**config.mk**
```make
export PLATFORM = sky130hd
export DESIGN_NAME = blit_engine_control
export DESIGN_NICKNAME = d
export VERILOG_FILES = /design/src/blit_pkg.sv /design/src/blit_engine_control.sv
export SDC_FILE = /design/constraint.sdc
export NUM_CORES = 1
export LEC_CHECK = 0
export ABC_AREA = 1
export ABC_CLOCK_PERIOD_IN_PS = 10500
export BUFFER_PORTS_ARGS = -buffer_cell sky130_fd_sc_hd__buf_2
export CELL_PAD_IN_SITES_DETAIL_PLACEMENT = 1
export CELL_PAD_IN_SITES_GLOBAL_PLACEMENT = 1
export CORE_UTILIZATION = 40
export CTS_BUF_LIST = sky130_fd_sc_hd__clkbuf_4
export CTS_CLUSTER_SIZE = 20
export DETAILED_ROUTE_END_ITERATION = 12
export PLACE_DENSITY = 0.72
export SETUP_SLACK_MARGIN = 0.2
export SYNTH_ARGS = -nofsm -noshare
export SYNTH_HDL_FRONTEND = slang
export SYNTH_SLANG_ARGS = --single-unit
```
**constraint.sdc**
```tcl
create_clock -name clk -period 10.5 [get_ports clk]
set_input_delay 1.575 -clock clk [delete_from_list [all_inputs] [get_ports clk]]
set_output_delay 1.575 -clock clk [all_outputs]
set_load 0.02 [all_outputs]
```
**src/blit_pkg.sv**
```systemverilog
// Shared constants and carriers for the block-transfer engine.
// Assumes one clock domain and an indexed 8-bit register port.
`default_nettype none
package blit_pkg;
  // Register indices
  localparam logic [7:0] IDX_MODE  = 8'h30;
  localparam logic [7:0] IDX_START = 8'h31;
  localparam logic [7:0] IDX_ROP   = 8'h32;
  localparam logic [7:0] IDX_TC_LO = 8'h34;
  localparam logic [7:0] IDX_TC_HI = 8'h35;
  // Mode register fields
  localparam int MODE_EXPAND = 7;
  localparam int MODE_WIDE   = 4;
  localparam int MODE_TC_EN  = 3;
  localparam int MODE_SRC_SYS = 2;
  localparam int MODE_DST_SYS = 1;
  localparam int MODE_DEC    = 0;
  // Start/status register fields
  localparam int SS_PROGRESS = 3;
  localparam int SS_RESET    = 2;
  localparam int SS_START    = 1;
  localparam int SS_BUSY     = 0;
  // Reset values
  localparam logic [7:0] REG_RESET = 8'h00;
  // Raster operation codes
  localparam logic [7:0] ROP_ZERO  = 8'h00;
  localparam logic [7:0] ROP_ONE   = 8'h0E;
  localparam logic [7:0] ROP_S     = 8'h0D;
  localparam logic [7:0] ROP_D     = 8'h06;
  localparam logic [7:0] ROP_NS    = 8'hD0;
  localparam logic [7:0] ROP_ND    = 8'h0B;
  localparam logic [7:0] ROP_SAD   = 8'h05;
  localparam logic [7:0] ROP_SAND  = 8'h09;
  localparam logic [7:0] ROP_NSAD  = 8'h50;
  localparam logic [7:0] ROP_NOR   = 8'h90;
  localparam logic [7:0] ROP_OR    = 8'h6D;
  localparam logic [7:0] ROP_SOND  = 8'hAD;
  localparam logic [7:0] ROP_NSOD  = 8'hD6;
  localparam logic [7:0] ROP_NAND  = 8'hDA;
  localparam logic [7:0] ROP_XOR   = 8'h59;
  localparam logic [7:0] ROP_XNOR  = 8'h95;
  // Sizes
  localparam int ADDR_W     = 21;
  localparam int FIFO_DEPTH = 8;
  localparam logic [2:0] LAST_BIT = 3'd7;

  typedef enum logic [1:0] {ST_IDLE, ST_ISSUE, ST_WAIT, ST_SUSP} eng_state_e;

  // One pixel on its way to the destination
  typedef struct packed {
    logic              to_host;
    logic              wen;
    logic [ADDR_W-1:0] addr;
    logic [15:0]       data;
  } pixel_s;
endpackage : blit_pkg
`default_nettype wire

```
**src/blit_engine_control.sv**
```systemverilog
// Block-transfer engine: indexed registers, raster operation, colour
// expansion, transparency and start/suspend/reset control, plus the
// output FIFO. Assumes every input comes from logic on clk.
//
// Behaviour
// - Expansion makes 16-bit or 8-bit pixels by width
// - Transparency compare width follows width select
// - Transparency enabled: matching results are not written
// - Transparency disabled: every result is written
// - Source bit picks host or display memory
// - Destination bit picks host or display memory
// - Direction bit decrements or increments addresses
// - Progress flag set on start, cleared by reset
// - Reset bit aborts engine and clears progress
// - Start bit begins transfer, self-clears on finish
// - Clearing start suspends at line end, resumable
// - Status bit shows transfer in progress
// - Eight-bit code selects constant and copy functions
// - Remaining codes select the logic functions
// - Sixteen-bit transparent colour in two bytes
// - Expanded source, most significant bit first
`default_nettype none

////////////////////////////////////////////////////////////////////////////////
module blit_fifo #(
  parameter int WIDTH = 8,
  parameter int DEPTH = 8
) (
  // Clock
  input  wire logic             clk,
  input  wire logic             arst_n,
  input  wire logic             ce,
  // Fill side
  input  wire logic             in_valid,
  output logic                  in_ready,
  input  wire logic [WIDTH-1:0] in_data,
  // Drain side
  output logic                  out_valid,
  input  wire logic             out_ready,
  output logic      [WIDTH-1:0] out_data
);
  // Shift register: the head always sits in entry 0, so out_valid and out_data are flops
  logic [WIDTH-1:0] mem_q [DEPTH];
  logic [WIDTH-1:0] mem_d [DEPTH];
  logic [DEPTH-1:0] vld_q;
  logic [DEPTH-1:0] vld_d;
  logic             placed;
  wire              pop  = out_ready & vld_q[0];
  wire              push = in_valid & in_ready;

  assign in_ready  = ~vld_q[DEPTH-1] | pop;
  assign out_valid = vld_q[0];
  assign out_data  = mem_q[0];

  always_comb begin
    placed = 1'b0;
    mem_d  = mem_q;
    vld_d  = vld_q;
    if (pop) begin
      for (int i = 0; i < DEPTH - 1; i++) begin
        mem_d[i] = mem_q[i+1];
      end
      vld_d = {1'b0, vld_q[DEPTH-1:1]};
    end
    if (push) begin
      for (int i = 0; i < DEPTH; i++) begin
        if (!vld_d[i] && !placed) begin
          mem_d[i] = in_data;
          vld_d[i] = 1'b1;
          placed   = 1'b1;
        end
      end
    end
  end

  always_ff @(posedge clk or negedge arst_n) begin
    if (!arst_n) begin
      vld_q <= '0;
    end else if (ce) begin
      vld_q <= vld_d;
    end
  end

  always_ff @(posedge clk) begin
    if (ce) begin
      mem_q <= mem_d;
    end
  end
endmodule : blit_fifo

////////////////////////////////////////////////////////////////////////////////
module blit_engine_control import blit_pkg::*; (
  // Clock and reset
  input  wire logic              clk,
  input  wire logic              arst_n,
  input  wire logic              ce,
  // Indexed register port
  input  wire logic [7:0]        reg_index,
  input  wire logic              reg_wr,
  input  wire logic [7:0]        reg_wdata,
  output logic      [7:0]        rdata_q,
  // Transfer geometry and expansion colours
  input  wire logic [11:0]       line_pixels,
  input  wire logic [9:0]        line_total,
  input  wire logic [ADDR_W-1:0] src_start,
  input  wire logic [ADDR_W-1:0] dst_start,
  input  wire logic [15:0]       fg_colour,
  input  wire logic [15:0]       bg_colour,
  // Operand fetch
  input  wire logic              mem_free,
  output logic                   fetch_req_q,
  output logic      [ADDR_W-1:0] src_addr_q,
  output logic      [ADDR_W-1:0] dst_addr_q,
  output logic                   src_from_host,
  input  wire logic              fetch_valid,
  input  wire logic [15:0]       src_data,
  input  wire logic [15:0]       dst_data,
  // Progress
  output logic      [9:0]        lines_done_q,
  // Destination stream
  output logic                   out_valid,
  input  wire logic              out_ready,
  output pixel_s                 out_pixel
);
  logic [7:0]  mode_q;
  logic [7:0]  rop_q;
  logic [7:0]  tc_lo_q;
  logic [7:0]  tc_hi_q;
  logic        start_q;
  logic        rst_q;
  logic        progress_q;
  logic        busy_q;
  eng_state_e  state_q;
  logic [11:0] px_q;
  logic [2:0]  bit_q;
  logic [7:0]  sbyte_q;
  logic        fifo_ready;

  function automatic logic [15:0] rop_apply(input logic [7:0] code,
                                            input logic [15:0] s,
                                            input logic [15:0] d);
    case (code)
      ROP_ZERO: rop_apply = 16'h0000;
      ROP_ONE:  rop_apply = 16'hFFFF;
      ROP_S:    rop_apply = s;
      ROP_D:    rop_apply = d;
      ROP_NS:   rop_apply = ~s;
      ROP_ND:   rop_apply = ~d;
      ROP_SAD:  rop_apply = s & d;
      ROP_SAND: rop_apply = s & ~d;
      ROP_NSAD: rop_apply = ~s & d;
      ROP_NOR:  rop_apply = ~(s | d);
      ROP_OR:   rop_apply = s | d;
      ROP_SOND: rop_apply = s | ~d;
      ROP_NSOD: rop_apply = ~s | d;
      ROP_NAND: rop_apply = ~(s & d);
      ROP_XOR:  rop_apply = s ^ d;
      ROP_XNOR: rop_apply = ~(s ^ d);
      default:  rop_apply = s;
    endcase
  endfunction : rop_apply

  function automatic logic [ADDR_W-1:0] addr_step(input logic [ADDR_W-1:0] a,
                                                  input logic dec,
                                                  input logic [ADDR_W-1:0] n);
    addr_step = dec ? a - n : a + n;
  endfunction : addr_step

  // Register decode
  wire wr_mode  = reg_wr & (reg_index == IDX_MODE);
  wire wr_start = reg_wr & (reg_index == IDX_START);
  wire wr_rop   = reg_wr & (reg_index == IDX_ROP);
  wire wr_tc_lo = reg_wr & (reg_index == IDX_TC_LO);
  wire wr_tc_hi = reg_wr & (reg_index == IDX_TC_HI);
  wire abort    = rst_q | (wr_start & reg_wdata[SS_RESET]);
  wire        wide    = mode_q[MODE_WIDE];
  wire        expand  = mode_q[MODE_EXPAND];
  wire        dec     = mode_q[MODE_DEC];
  wire [15:0] tcolour = {tc_hi_q, tc_lo_q};
  wire [15:0] pmask   = wide ? 16'hFFFF : 16'h00FF;
  // Colour expansion, first pixel from the top bit of each byte
  wire [7:0]  cur_byte = (bit_q == 3'd0) ? src_data[7:0] : sbyte_q;
  wire        exp_bit  = cur_byte[LAST_BIT - bit_q];
  wire [15:0] exp_pix  = (exp_bit ? fg_colour : bg_colour) & pmask;
  wire [15:0] s_pix    = expand ? exp_pix : (src_data & pmask);
  wire [15:0] d_pix    = dst_data & pmask;
  wire [15:0] result   = rop_apply(rop_q, s_pix, d_pix) & pmask;
  wire        tc_match = wide ? (result == tcolour)
                              : (result[7:0] == tc_lo_q);
  wire        pix_wen  = ~(mode_q[MODE_TC_EN] & tc_match);
  wire [ADDR_W-1:0] pix_bytes = wide ? ADDR_W'(2) : ADDR_W'(1);
  wire              byte_end  = (bit_q == LAST_BIT);
  wire              last_px   = (px_q == line_pixels - 12'd1);
  wire              last_line = (lines_done_q == line_total - 10'd1);
  wire              take      = (state_q == ST_WAIT) & fetch_valid;
  wire              finish    = take & last_px & last_line;
  wire              issue     = (state_q == ST_ISSUE) & fifo_ready & mem_free & ~abort;
  wire pixel_s push_pix = '{mode_q[MODE_DST_SYS], pix_wen, dst_addr_q, result};
  assign src_from_host  = mode_q[MODE_SRC_SYS];
  wire [7:0] status = {4'h0, progress_q, rst_q, start_q, busy_q};
  wire [7:0] rd_mux = (reg_index == IDX_MODE)  ? mode_q  :
                      (reg_index == IDX_START) ? status  :
                      (reg_index == IDX_ROP)   ? rop_q   :
                      (reg_index == IDX_TC_LO) ? tc_lo_q :
                      (reg_index == IDX_TC_HI) ? tc_hi_q : 8'h00;

  ////////////////////////////////////////////////////////////////////////////////
  always_ff @(posedge clk or negedge arst_n) begin
    if (!arst_n) begin
      mode_q  <= REG_RESET;
      rop_q   <= REG_RESET;
      tc_lo_q <= REG_RESET;
      tc_hi_q <= REG_RESET;
      rst_q   <= 1'b0;
      rdata_q <= REG_RESET;
    end else if (ce) begin
      if (wr_mode)  mode_q  <= reg_wdata;
      if (wr_rop)   rop_q   <= reg_wdata;
      if (wr_tc_lo) tc_lo_q <= reg_wdata;
      if (wr_tc_hi) tc_hi_q <= reg_wdata;
      if (wr_start) rst_q   <= reg_wdata[SS_RESET];
      rdata_q <= rd_mux;
    end
  end

  // Software write of start wins over the clear at completion
  always_ff @(posedge clk or negedge arst_n) begin
    if (!arst_n) begin
      start_q <= 1'b0;
      busy_q  <= 1'b0;
    end else if (ce) begin
      if (abort) begin
        start_q <= 1'b0;
        busy_q  <= 1'b0;
      end else begin
        if (finish) begin
          start_q <= 1'b0;
          busy_q  <= 1'b0;
        end else if (state_q == ST_IDLE && start_q) begin
          busy_q  <= 1'b1;
        end
        if (wr_start) start_q <= reg_wdata[SS_START];
      end
    end
  end

  always_ff @(posedge clk or negedge arst_n) begin
    if (!arst_n) begin
      progress_q <= 1'b0;
    end else if (ce) begin
      if (abort) progress_q <= 1'b0;
      else if (state_q == ST_IDLE && start_q) progress_q <= 1'b1;
    end
  end

  ////////////////////////////////////////////////////////////////////////////////
  always_ff @(posedge clk or negedge arst_n) begin
    if (!arst_n) begin
      state_q      <= ST_IDLE;
      fetch_req_q  <= 1'b0;
      px_q         <= '0;
      bit_q        <= '0;
      sbyte_q      <= '0;
      lines_done_q <= '0;
      src_addr_q   <= '0;
      dst_addr_q   <= '0;
    end else if (ce) begin
      fetch_req_q <= issue;
      case (state_q)
        ST_IDLE: begin
          if (start_q && !abort) begin
            src_addr_q   <= src_start;
            dst_addr_q   <= dst_start;
            px_q         <= '0;
            bit_q        <= '0;
            lines_done_q <= '0;
            state_q      <= ST_ISSUE;
          end
        end
        ST_ISSUE: begin
          if (abort) state_q <= ST_IDLE;
          else if (issue) state_q <= ST_WAIT;
        end
        ST_WAIT: begin
          if (abort) begin
            state_q <= ST_IDLE;
          end else if (fetch_valid) begin
            dst_addr_q <= addr_step(dst_addr_q, dec, pix_bytes);
            if (!expand) src_addr_q <= addr_step(src_addr_q, dec, pix_bytes);
            else if (byte_end || last_px) src_addr_q <= addr_step(src_addr_q, dec, ADDR_W'(1));
            if (bit_q == 3'd0) sbyte_q <= src_data[7:0];
            bit_q <= (last_px || byte_end) ? 3'd0 : bit_q + 3'd1;
            if (last_px) begin
              px_q         <= '0;
              lines_done_q <= lines_done_q + 10'd1;
              if (last_line) state_q <= ST_IDLE;
              else if (!start_q) state_q <= ST_SUSP;
              else state_q <= ST_ISSUE;
            end else begin
              px_q    <= px_q + 12'd1;
              state_q <= ST_ISSUE;
            end
          end
        end
        ST_SUSP: begin
          if (abort) state_q <= ST_IDLE;
          else if (start_q) state_q <= ST_ISSUE;
        end
        default: state_q <= ST_IDLE;
      endcase
    end
  end

  blit_fifo #(
    .WIDTH ($bits(pixel_s)),
    .DEPTH (FIFO_DEPTH)
  ) u_out_fifo (
    .clk       (clk),
    .arst_n    (arst_n),
    .ce        (ce),
    .in_valid  (take),
    .in_ready  (fifo_ready),
    .in_data   (push_pix),
    .out_valid (out_valid),
    .out_ready (out_ready),
    .out_data  (out_pixel)
  );
endmodule : blit_engine_control
`default_nettype wire

```
==> key figures, run 1 <==
Synth
  • Yosys top cell area share: 33.8%
  • Unique cell type count in the Yosys netlist: 57
  • Top FF cell, synth: edfxtp_1
  • Synth Area in Simple Gates: 26.2%
  • Syn Inst Count: 3,527
  • Complex-gate fraction of the synthesized area: 13.7%
  • Cell taking the most area after synthesis: edfxtp_1
  • Yosys synthesis warning count: 0
  • Main combinational cell family by area after synthesis: simple AND/OR/NAND/NOR gates
  • Post-Synth Adder-Cell Area: 5.15%
  • Seq/Total Area, Yosys: 45.5%
  • Most common cell in the netlist: nand2_1
  • Average size of a mapped cell: 7.86 um^2
  • Post-Syn Nets: 3,791
  • Post-Syn Area: 0.0277 mm^2
  • XOR/XNOR Fraction of Synth Area: 1.77%
  • Synth area leaders: edfxtp_1 34%, nand2_1 14%, dfrtp_1 12%
  • Post-synthesis mux area share: 0.0361%
  • Synth async-reset ratio: 29.4%
  • Post-synth EDFFs: 312
  • Seq cells post-synth: 442
  • Synth cell count leaders: 1,026 x nand2_1, 418 x nor2_1, 312 x edfxtp_1

Route
  • DR vias/cell: 5.35
  • Via count: 25,304
  • Routed len/inst: 18.2 um
  • Routed Antenna Nets: 0
  • 1st-iter DRT viols: 1,694
  • DRC viols: 0
  • First-pass DRT Iterations: 6
  • Routed wire length: 86.3 mm

Outcome
  • Status: finished, final reports clean

Pwr
  • Pwr per Cell Area: 211 mW/mm^2
  • Lkg Pwr: 0.0139 uW
  • Peak VDD IR: 0.0000780 V
  • Pwr Total: 6510 uW

STA
  • Total negative slack: 0 ns
  • Final Max Tran Viols: 0
  • Final hold vios: 0
  • Worst-Margin Slew: 1.21 ns
  • RSZ-0062 raised after global routing: false
  • Final WS setup: 5.67 ns
  • Max-Slew Margin vs Limit: 18.9%
  • Final setup violation count: 0
  • Final Cycle Share: 46.0%
  • Fin crit period: 4.83 ns
  • Hold WS: 0.487 ns
  • F_max: 207 MHz
  • Final Skew: 0.0551 ns

Place
  • Setup WS pre-CTS: 5.18 ns
  • GPL Wtd Cong: 0.845
  • DP HPWL: 58.7 mm
  • Port Buffer Count: 252

Floorplan
  • # IOs: 253
  • Die width: 265 um
  • Num rows: 96
  • Initial core utilization: 40.4%
  • CORE AREA: 0.0686 mm^2
  • Full die area: 0.0704 mm^2
  • Die height: 265 um

Cells and area
  • Multi-input logic area: 0.0130 mm^2
  • Area Overhead vs Synth: 11.5%
  • Fillers: 8,589
  • Layout cells sized above 1: 14.9%
  • Reg area: 0.0126 mm^2
  • Nets: 3,963

Clock network
  • Worst-path clk slew: 0.06 ns
  • Post-CTS setup-driven buffer insertion count: 0
  • Cells resized by post-CTS repair: 0
  • CTS Buf Count: 121
  • H-tree depth: 3
  • Post-CTS Hold Fix Bufs: 0
  • Clock latency on the worst-skew pair: 0.89 ns
  • Clk root buf: clkbuf_4
  • CTS tree: yes
  • Clock buffer depth: 3
  • # clock sinks: 442

Global routing
  • Wire length of the first global-routing pass: 138 mm
  • GRT Total Usage: 24.3%
  • GRT overflow: 0
  • Vias in the first global route: 25,294
  • Pin count of the biggest net entering global routing: 131
  • Antenna violations before repair: 9

Critical path
  • CP Capture Type: flop
  • Crit path kind: reg2reg
  • CP Launch Type: flop
  • Crit path arrival time: 5.44 ns
  • Max FO, Critical Path: 18
  • Req. time, crit path: 11.11 ns

Worst hold path
  • Worst hold-check path type: reg2reg

Job
  • Max-Cap Viols: 0
[metrics by stage]
stage               utilization [%]  std cells  instance area [um^2]
detailed placement             42.7       4507                 29300
finish                         45.1       4730                 30900
floorplan                         -       3527                 27700
global placement               42.7       4507                 29300
global route                   45.1       4729                 30900
CTS                            45.1       4727                 30900
[flip-flops by register name (all words and copies together), names as in the netlist, 10 cells and up]
name                 count
lines_done_q            10
dst_addr_q              21
px_q                    12
u_out_fifo.out_data     39
src_addr_q              21
u_out_fifo.mem_q       273
[critical path: stages, from the launching register on]
cell,delay [ns]
dfrtp_1,0.46
inv_1,0.23
ha_1,0.35
nand2_2,0.18
nand2_1,0.11
nand3_1,0.08
nand3_1,0.11
nand3_2,0.32
nand2_4,0.35
nand2_1,0.09
nand3_1,0.19
nand2_1,0.15
ha_1,0.32
nor2_1,0.05
a211oi_1,0.29
nand3b_1,0.13
nor2_1,0.12
nand2_1,0.10
nand2_2,0.13
nand2_1,0.08
nand2_1,0.06
nand2_1,0.05
nor2_1,0.09
nand2_1,0.11
nand2_2,0.16
nand3_1,0.13
nand2_1,0.08
inv_1,0.05
[area by class of cell]
type / count / share of cell area, %
multi-input cells: 2588 / 42.1
flip-flops and latches: 442 / 40.8
repair buffers: 277 / 4.74
clock buffers: 189 / 4.59
well taps: 931 / 3.77
inverters: 269 / 3.29
clock inverters: 31 / 0.643
diodes: 3 / 0.0243
[kinds of logic (layout without fill, tap and decap cells)]
family	Yosys count	in the layout
simple gates	1763	1763
xor+xnor	56	56
flops	442	442
compound gates	655	655
buf+inv	497	766
fa+ha+maj	113	113
mux	1	1
other cells	0	3
[worst paths after layout]
check                      slack, ns                     to  cells past startpoint       from
max reg2reg                     5.67  u_out_fifo.mem_q[115]                     27   bit_q[0]
max in group asynchronous       8.52             tc_hi_q[5]                      2     arst_n
max                             5.67  u_out_fifo.mem_q[115]                     27   bit_q[0]
min reg2reg                     0.49              mode_q[5]                      2  mode_q[5]
min in group asynchronous       0.76        lines_done_q[0]                      1     arst_n
min                             0.49              mode_q[5]                      2  mode_q[5]
[layout by cell type, fill, tap and decap left out, drive strengths merged, types with 2 or more instances in the layout]
master  count
a211oi      8
o21bai      2
o221a       2
buf       277
nor4       11
bufinv      2
clkbuf    189
diode       3
or2        17
a21o        2
nor2      426
clkinv     33
nand2    1043
ha        111
inv       265
o21a        4
a221oi      4
o21ai     190
a21oi     118
nand3     179
o31ai       6
a31oi     257
xnor2      23
edfxtp    312
nor3       40
o22ai      40
nand4      19
o211ai     18
and3        5
xor2       33
nand3b     16
nor3b       6
fa          2
dfrtp     130
[power by group]
| part | switching, uW | internal, uW |
|---|---|---|
| registers | 420 | 2420 |
| clock network | 776 | 865 |
| logic | 1340 | 693 |
| total | 2540 | 3970 |
[metal layers]
metal	vias to the layer above	track usage, %	routed length, um
met5	-	0	77
met4	10	7.78	2070
met3	158	4.92	5460
met2	665	37.6	37900
met1	12148	34.1	40700
li1	12323	-	-
No activity file was read; power rests on OpenSTA's default activity.
==> run 2: changes to the inputs <==
--- a/config.mk
+++ b/config.mk
@@ -6,7 +6,7 @@
 export NUM_CORES = 1
 export LEC_CHECK = 0
 export ABC_AREA = 1
-export ABC_CLOCK_PERIOD_IN_PS = 10500
+export ABC_CLOCK_PERIOD_IN_PS = 4420
 export BUFFER_PORTS_ARGS = -buffer_cell sky130_fd_sc_hd__buf_2
 export CELL_PAD_IN_SITES_DETAIL_PLACEMENT = 1
 export CELL_PAD_IN_SITES_GLOBAL_PLACEMENT = 1
@@ -14,7 +14,7 @@
 export CTS_BUF_LIST = sky130_fd_sc_hd__clkbuf_4
 export CTS_CLUSTER_SIZE = 20
 export DETAILED_ROUTE_END_ITERATION = 12
-export PLACE_DENSITY = 0.72
+export PLACE_DENSITY = 0.75
 export SETUP_SLACK_MARGIN = 0.2
 export SYNTH_ARGS = -nofsm -noshare
 export SYNTH_HDL_FRONTEND = slang
==> constraint.sdc (replaced) <==
create_clock -name clk -period 4.42 [get_ports clk]
set_input_delay 0.663 -clock clk [delete_from_list [all_inputs] [get_ports clk]]
set_output_delay 0.663 -clock clk [all_outputs]
set_load 0.02 [all_outputs]
==> run 2 against run 1 <==
Net effect: setup slack got worse by 5.2 ns; first-iteration DRC count decreased by 4.3%; routed wire length increased by 1.5%; core utilization increased by 1.7 points; sequential share of layout area decreased by 1.5 points; die area unchanged; global-route usage increased by 0.30 points; design area increased by 3.7%; worst hold slack got worse by 0.37 ns; via count increased by 1.5%; largest power group unchanged.
==> key figures, run 2 (synthesis results as in run 1) <==
Outcome
  • Status: finished, final reports clean (unchanged)

STA
  • Worst-Margin Slew: 1.16 ns (was 1.21 ns)
  • Final Skew: 0.0820 ns (was 0.0551 ns)
  • Max-Slew Margin vs Limit: 22.3% (was 18.9%)
  • Hold WS: 0.117 ns (was 0.487 ns)
  • RSZ-0062 raised after global routing: false (unchanged)
  • Final WS setup: 0.449 ns (was 5.67 ns)
  • Final Cycle Share: 89.9% (was 46.0%)
  • Final Max Tran Viols: 0 (unchanged)
  • Fin crit period: 3.97 ns (was 4.83 ns)
  • Final setup violation count: 0 (unchanged)
  • F_max: 252 MHz (was 207 MHz)
  • Final hold vios: 0 (unchanged)
  • Total negative slack: 0 ns (unchanged)

Floorplan
  • Num rows: 96 (unchanged)
  • # IOs: 253 (unchanged)
  • CORE AREA: 0.0686 mm^2 (unchanged)
  • Die height: 265 um (unchanged)
  • Full die area: 0.0704 mm^2 (unchanged)
  • Initial core utilization: 40.4% (unchanged)
  • Die width: 265 um (unchanged)

Critical path
  • Reg2Reg Depth: 27 (unchanged)
  • CP Capture Type: flop (unchanged)
  • CP Buf/Inv Count: 4 (was 2)
  • Crit-path max cell delay: 0.44 ns (was 0.46 ns)
  • CP Launch Type: flop (unchanged)
  • CP max-delay cell: dfrtp_2 (was dfrtp_1)
  • Req. time, crit path: 5.07 ns (was 11.11 ns)
  • Max FO, Critical Path: 8 (was 18)
  • Crit path top cell by count: nand2_1 (unchanged)
  • R2R Setup Slk: 0.45 ns (was 5.67 ns)
  • Reg-to-Reg Start: bit_q[0] (unchanged)
  • Crit path kind: reg2reg (unchanged)
  • Worst path top cell family by delay: simple AND/OR/NAND/NOR gates (unchanged)
  • Crit path arrival time: 4.62 ns (was 5.44 ns)
  • Worst reg2reg path endpoint: u_out_fifo.mem_q[115] (unchanged)

Pwr
  • Lkg Pwr: 0.0145 uW (was 0.0139 uW)
  • Peak VDD IR: 0.000282 V (was 0.0000780 V)
  • Pwr per Cell Area: 502 mW/mm^2 (was 211 mW/mm^2)
  • Pwr Total: 16,100 uW (was 6510 uW)

Place
  • DP HPWL: 59.9 mm (was 58.7 mm)
  • Dpl cell area: 0.0295 mm^2 (was 0.0293 mm^2)
  • Setup WS pre-CTS: 0.224 ns (was 5.18 ns)
  • Port Buffer Count: 252 (unchanged)
  • GPL Wtd Cong: 0.889 (was 0.845)

Clock network
  • CTS tree: yes (unchanged)
  • CTS Buf Count: 130 (was 121)
  • Clk root buf: clkbuf_4 (unchanged)
  • Clock buffer depth: 3 (unchanged)
  • H-tree depth: 4 (was 3)
  • Clock latency on the worst-skew pair: 0.95 ns (was 0.89 ns)
  • # clock sinks: 442 (unchanged)
  • Worst-path clk slew: 0.07 ns (was 0.06 ns)

Cells and area
  • Most frequent cells in the layout: 1,010 x nand2_1, 417 x nor2_1, 312 x edfxtp_1 (was 1,025 x nand2_1, 417 x nor2_1, 312 x edfxtp_1)
  • Number of flip-flops in the largest register: 273 (unchanged)
  • Layout cells sized above 1: 16.7% (was 14.9%)
  • Register with the most flip-flops: u_out_fifo.mem_q (unchanged)
  • Fillers: 8,460 (was 8,589)
  • Area Overhead vs Synth: 15.7% (was 11.5%)
  • Nets: 4,056 (was 3,963)
  • Most common cell after layout, fill and taps aside: nand2_1 (unchanged)
  • Finished layout cell area: 0.0321 mm^2 (was 0.0309 mm^2)

Global routing
  • Antenna violations before repair: 9 (unchanged)
  • GRT Total Usage: 24.6% (was 24.3%)
  • Vias in the first global route: 25,764 (was 25,294)
  • Pin count of the biggest net entering global routing: 164 (was 131)
  • GRT overflow: 0 (unchanged)
  • Wire length of the first global-routing pass: 139 mm (was 138 mm)

Route
  • Via count: 25,689 (was 25,304)
  • Routed len/inst: 18.2 um (about the same)
  • DRC viols: 0 (unchanged)
  • First-pass DRT Iterations: 5 (was 6)
  • DR vias/cell: 5.33 (was 5.35)
  • Routed Antenna Nets: 0 (unchanged)
  • Routed wire length: 87.6 mm (was 86.3 mm)
  • 1st-iter DRT viols: 1,621 (was 1,694)

Worst hold path
  • Hold endpoint: dst_addr_q[13] (was mode_q[5])
  • Hold Crit Depth: 3 (was 2)
  • Worst hold-check path type: in2reg (was reg2reg)
  • Min-delay src: dst_start[13] (was mode_q[5])

Job
  • Max-Cap Viols: 0 (unchanged)
[run 2: worst max-delay path by stage]
stage	cells after the start	from	to
after floorplan	16	out_ready	u_out_fifo.mem_q[0]
after global placement	28	bit_q[0]	u_out_fifo.mem_q[154]
after detailed placement	28	bit_q[0]	u_out_fifo.out_data[37]
after CTS	28	bit_q[0]	u_out_fifo.mem_q[115]
after global routing	28	bit_q[0]	u_out_fifo.mem_q[154]
final	27	bit_q[0]	u_out_fifo.mem_q[115]
[run 2: metal layers]
metal | vias to the layer above | wire length [um] | GRT usage (%)
li1 | 12508 | - | -
met1 | 12332 | 41700 | 34.1
met2 | 663 | 38800 | 37.9
met3 | 176 | 4730 | 5.24
met4 | 10 | 2370 | 8.80
met5 | - | 51 | 0
[run 2: cell type report]
cell class,instances,area (um^2),share of cell area (%)
clock inverter,32,307,0.956
sequential,442,12600,39.4
clock buffer,192,1440,4.49
multi-input combinational,2589,13200,41.2
inverter,269,1020,3.19
antenna,4,10.0,0.0312
timing repair buffer,360,2270,7.09
tap,931,1160,3.63
[run 2: worst register-to-register path: cells and delay by family (launching register included)]
kind | cells | cell delay (ns)
and+or+nand+nor | 20 | 2.14
AOI/OAI and AO/OA | 1 | 0.19
adders and majority gates | 2 | 0.48
DFF | 1 | 0.44
buffers and inverters | 4 | 0.44
[run 2: timing repair]
action,4_1_cts,5_1_grt
endpoints found under the setup margin,7,62
pin swaps,0,11
hold buffers,44,0
resized for setup,1,52
endpoints found under the hold margin,133,0
buffers inserted,0,14
gates cloned,0,3
[run 2: where the power goes]
part | leakage (uW) | internal (uW) | switching [uW]
sequential | 0.00473 | 5740 | 975
combinational | 0.00872 | 1860 | 3340
clock | 0.00102 | 2330 | 1850
[run 2: metrics by stage]
| step | instances | utilization, % |
|---|---|---|
| after floorplan | 3527 | - |
| after global placement | 4530 | 43.0 |
| after detailed placement | 4530 | 43.0 |
| after CTS | 4798 | 46.2 |
| after global routing | 4819 | 46.8 |
| final | 4819 | 46.8 |
==> run 3: changes to the inputs <==
--- a/config.mk
+++ b/config.mk
@@ -10,6 +10,7 @@
 export BUFFER_PORTS_ARGS = -buffer_cell sky130_fd_sc_hd__buf_2
 export CELL_PAD_IN_SITES_DETAIL_PLACEMENT = 1
 export CELL_PAD_IN_SITES_GLOBAL_PLACEMENT = 1
+export CORE_MARGIN = 3
 export CORE_UTILIZATION = 40
 export CTS_BUF_LIST = sky130_fd_sc_hd__clkbuf_4
 export CTS_CLUSTER_SIZE = 20
==> run 3 against run 2 <==
Net effect: critical path depth rose by 2; non-clock buffer count fell by 19; first-iteration DRC count rose by 14%; maximum frequency rose by 0.61%; routed wire length rose by 2.2%; critical endpoint is now u_out_fifo.mem_q[76]; critical path type unchanged; global-route usage fell by 0.59 points; sequential power barely moved.
==> key figures, run 3 (synthesis results as in run 1) <==
Outcome
  • Status: finished, final reports clean (unchanged)

STA
  • Hold WS: 0.107 ns (was 0.117 ns)
  • Final Skew: 0.0795 ns (was 0.0820 ns)
  • Max-Slew Margin vs Limit: 26.0% (was 22.3%)
  • Total negative slack: 0 ns (unchanged)
  • F_max: 253 MHz (was 252 MHz)
  • RSZ-0062 raised after global routing: false (unchanged)
  • Final setup violation count: 0 (unchanged)
  • Fin crit period: 3.95 ns (was 3.97 ns)
  • Final Cycle Share: 89.3% (was 89.9%)
  • Final Max Tran Viols: 0 (unchanged)
  • Final hold vios: 0 (unchanged)
  • Worst-Margin Slew: 1.11 ns (was 1.16 ns)
  • Final WS setup: 0.473 ns (was 0.449 ns)

Floorplan
  • Full die area: 0.0725 mm^2 (was 0.0704 mm^2)
  • # IOs: 253 (unchanged)
  • CORE AREA: 0.0679 mm^2 (was 0.0686 mm^2)
  • Die height: 269 um (was 265 um)
  • Die width: 269 um (was 265 um)
  • Num rows: 95 (was 96)
  • Initial core utilization: 40.8% (was 40.4%)

Critical path
  • Crit-path max cell delay: 0.40 ns (was 0.44 ns)
  • CP max-delay cell: dfrtp_1 (was dfrtp_2)
  • CP Launch Type: flop (unchanged)
  • Crit path kind: reg2reg (unchanged)
  • R2R Setup Slk: 0.47 ns (was 0.45 ns)
  • Crit path top cell by count: nand2_1 (unchanged)
  • Req. time, crit path: 5.05 ns (was 5.07 ns)
  • CP Capture Type: flop (unchanged)
  • Max FO, Critical Path: 10 (was 8)
  • Crit path arrival time: 4.58 ns (was 4.62 ns)

Route
  • Routed wire length: 89.5 mm (was 87.6 mm)
  • Routed Antenna Nets: 0 (unchanged)
  • Via count: 25,662 (was 25,689)
  • First-pass DRT Iterations: 5 (unchanged)
  • Routed len/inst: 18.7 um (was 18.2 um)
  • DRC viols: 0 (unchanged)
  • 1st-iter DRT viols: 1,848 (was 1,621)
  • DR vias/cell: 5.35 (was 5.33)

Pwr
  • Lkg Pwr: 0.0143 uW (was 0.0145 uW)
  • Peak VDD IR: 0.000241 V (was 0.000282 V)
  • Pwr per Cell Area: 503 mW/mm^2 (was 502 mW/mm^2)

Clock network
  • CTS Buf Count: 131 (was 130)
  • # clock sinks: 442 (unchanged)
  • Clk root buf: clkbuf_4 (unchanged)
  • H-tree depth: 4 (unchanged)
  • Clock buffer depth: 3 (unchanged)
  • Clock latency on the worst-skew pair: 0.95 ns (about the same)
  • CTS tree: yes (unchanged)
  • Worst-path clk slew: 0.06 ns (was 0.07 ns)

Worst hold path
  • Worst hold-check path type: in2reg (unchanged)

Cells and area
  • Final Util: 46.7% (was 46.8%)
  • Finished layout cell area: 0.0317 mm^2 (was 0.0321 mm^2)
  • Layout cells sized above 1: 16.3% (was 16.7%)
  • Number of flip-flops in the largest register: 273 (unchanged)
  • Register with the most flip-flops: u_out_fifo.mem_q (unchanged)
  • Most common cell after layout, fill and taps aside: nand2_1 (unchanged)
  • Area Overhead vs Synth: 14.3% (was 15.7%)
  • Nets: 4,037 (was 4,056)
  • Most frequent cells in the layout: 1,014 x nand2_1, 418 x nor2_1, 312 x edfxtp_1 (was 1,010 x nand2_1, 417 x nor2_1, 312 x edfxtp_1)

Global routing
  • Pin count of the biggest net entering global routing: 177 (was 164)
  • Wire length of the first global-routing pass: 143 mm (was 139 mm)
  • Antenna violations before repair: 11 (was 9)
  • GRT Total Usage: 24.1% (was 24.6%)
  • GRT overflow: 0 (unchanged)
  • Vias in the first global route: 26,054 (was 25,764)

Place
  • DP HPWL: 61.0 mm (was 59.9 mm)
  • Setup WS pre-CTS: 0.0742 ns (was 0.224 ns)
  • Dpl cell area: 0.0295 mm^2 (about the same)
  • GPL Wtd Cong: 0.917 (was 0.889)
  • Port Buffer Count: 252 (unchanged)

Job
  • Max-Cap Viols: 0 (unchanged)
## run 3: repair_timing
action	4_1_cts	5_1_grt
hold buffers	35	0
endpoints found under the setup margin	8	57
pin swaps	0	5
endpoints found under the hold margin	110	0
gates resized for setup	3	32
buffers inserted	0	9
## run 3: path summary, 6_finish.rpt
kind                                     from              endpoint  cells past startpoint
min in group asynchronous              arst_n         src_addr_q[7]                      2
worst max-delay path                 bit_q[1]  u_out_fifo.mem_q[76]                     29
worst min-delay path            dst_start[15]        dst_addr_q[15]                      3
worst min register to register     rdata_q[6]            rdata_q[6]                      2
worst max register to register       bit_q[1]  u_out_fifo.mem_q[76]                     29
max in group asynchronous              arst_n              bit_q[0]                      3
## run 3: power by group
group	switching [uW]	internal [uW]
Sequential	987	5740
Clock	1870	2130
Combinational	3390	1820
## run 3: worst max-delay path, delay by kind of cell, from the launching register on
kind            cells  cell delay [ns]
simple gates       18             1.87
fa+ha+maj           2             0.48
compound gates      4             0.48
buf+inv             5             0.45
flops               1             0.40
## run 3: cell type report
class                   count  area, um^2
fillers                  8383       36200
inverters                 269        1030
repair buffers            341        2070
multi-input cells        2588       13100
clock buffers             202        1520
well taps                 921        1150
clock inverters            23         148
diodes                     10        25.0
flip-flops and latches    442       12600
## run 3: metrics by stage
| step | std cells | total power (uW) |
|---|---|---|
| 4_1_cts | 4777 | 15800 |
| 5_1_grt | 4790 | 17100 |
| 3_5_place_dp | 4517 | 11700 |
| 2_1_floorplan | 3527 | 10100 |
| 3_3_place_gp | 4517 | 11500 |
| 6_report | 4796 | 15900 |
## run 3: layer usage
layer / global-route usage [%] / routed length [um] / vias to the layer above
met5: 0 / 11 / -
met4: 8.19 / 2360 / 2
met3: 4.83 / 5080 / 169
met2: 37.1 / 39700 / 675
met1: 33.8 / 42300 / 12361
li1: - / - / 12455
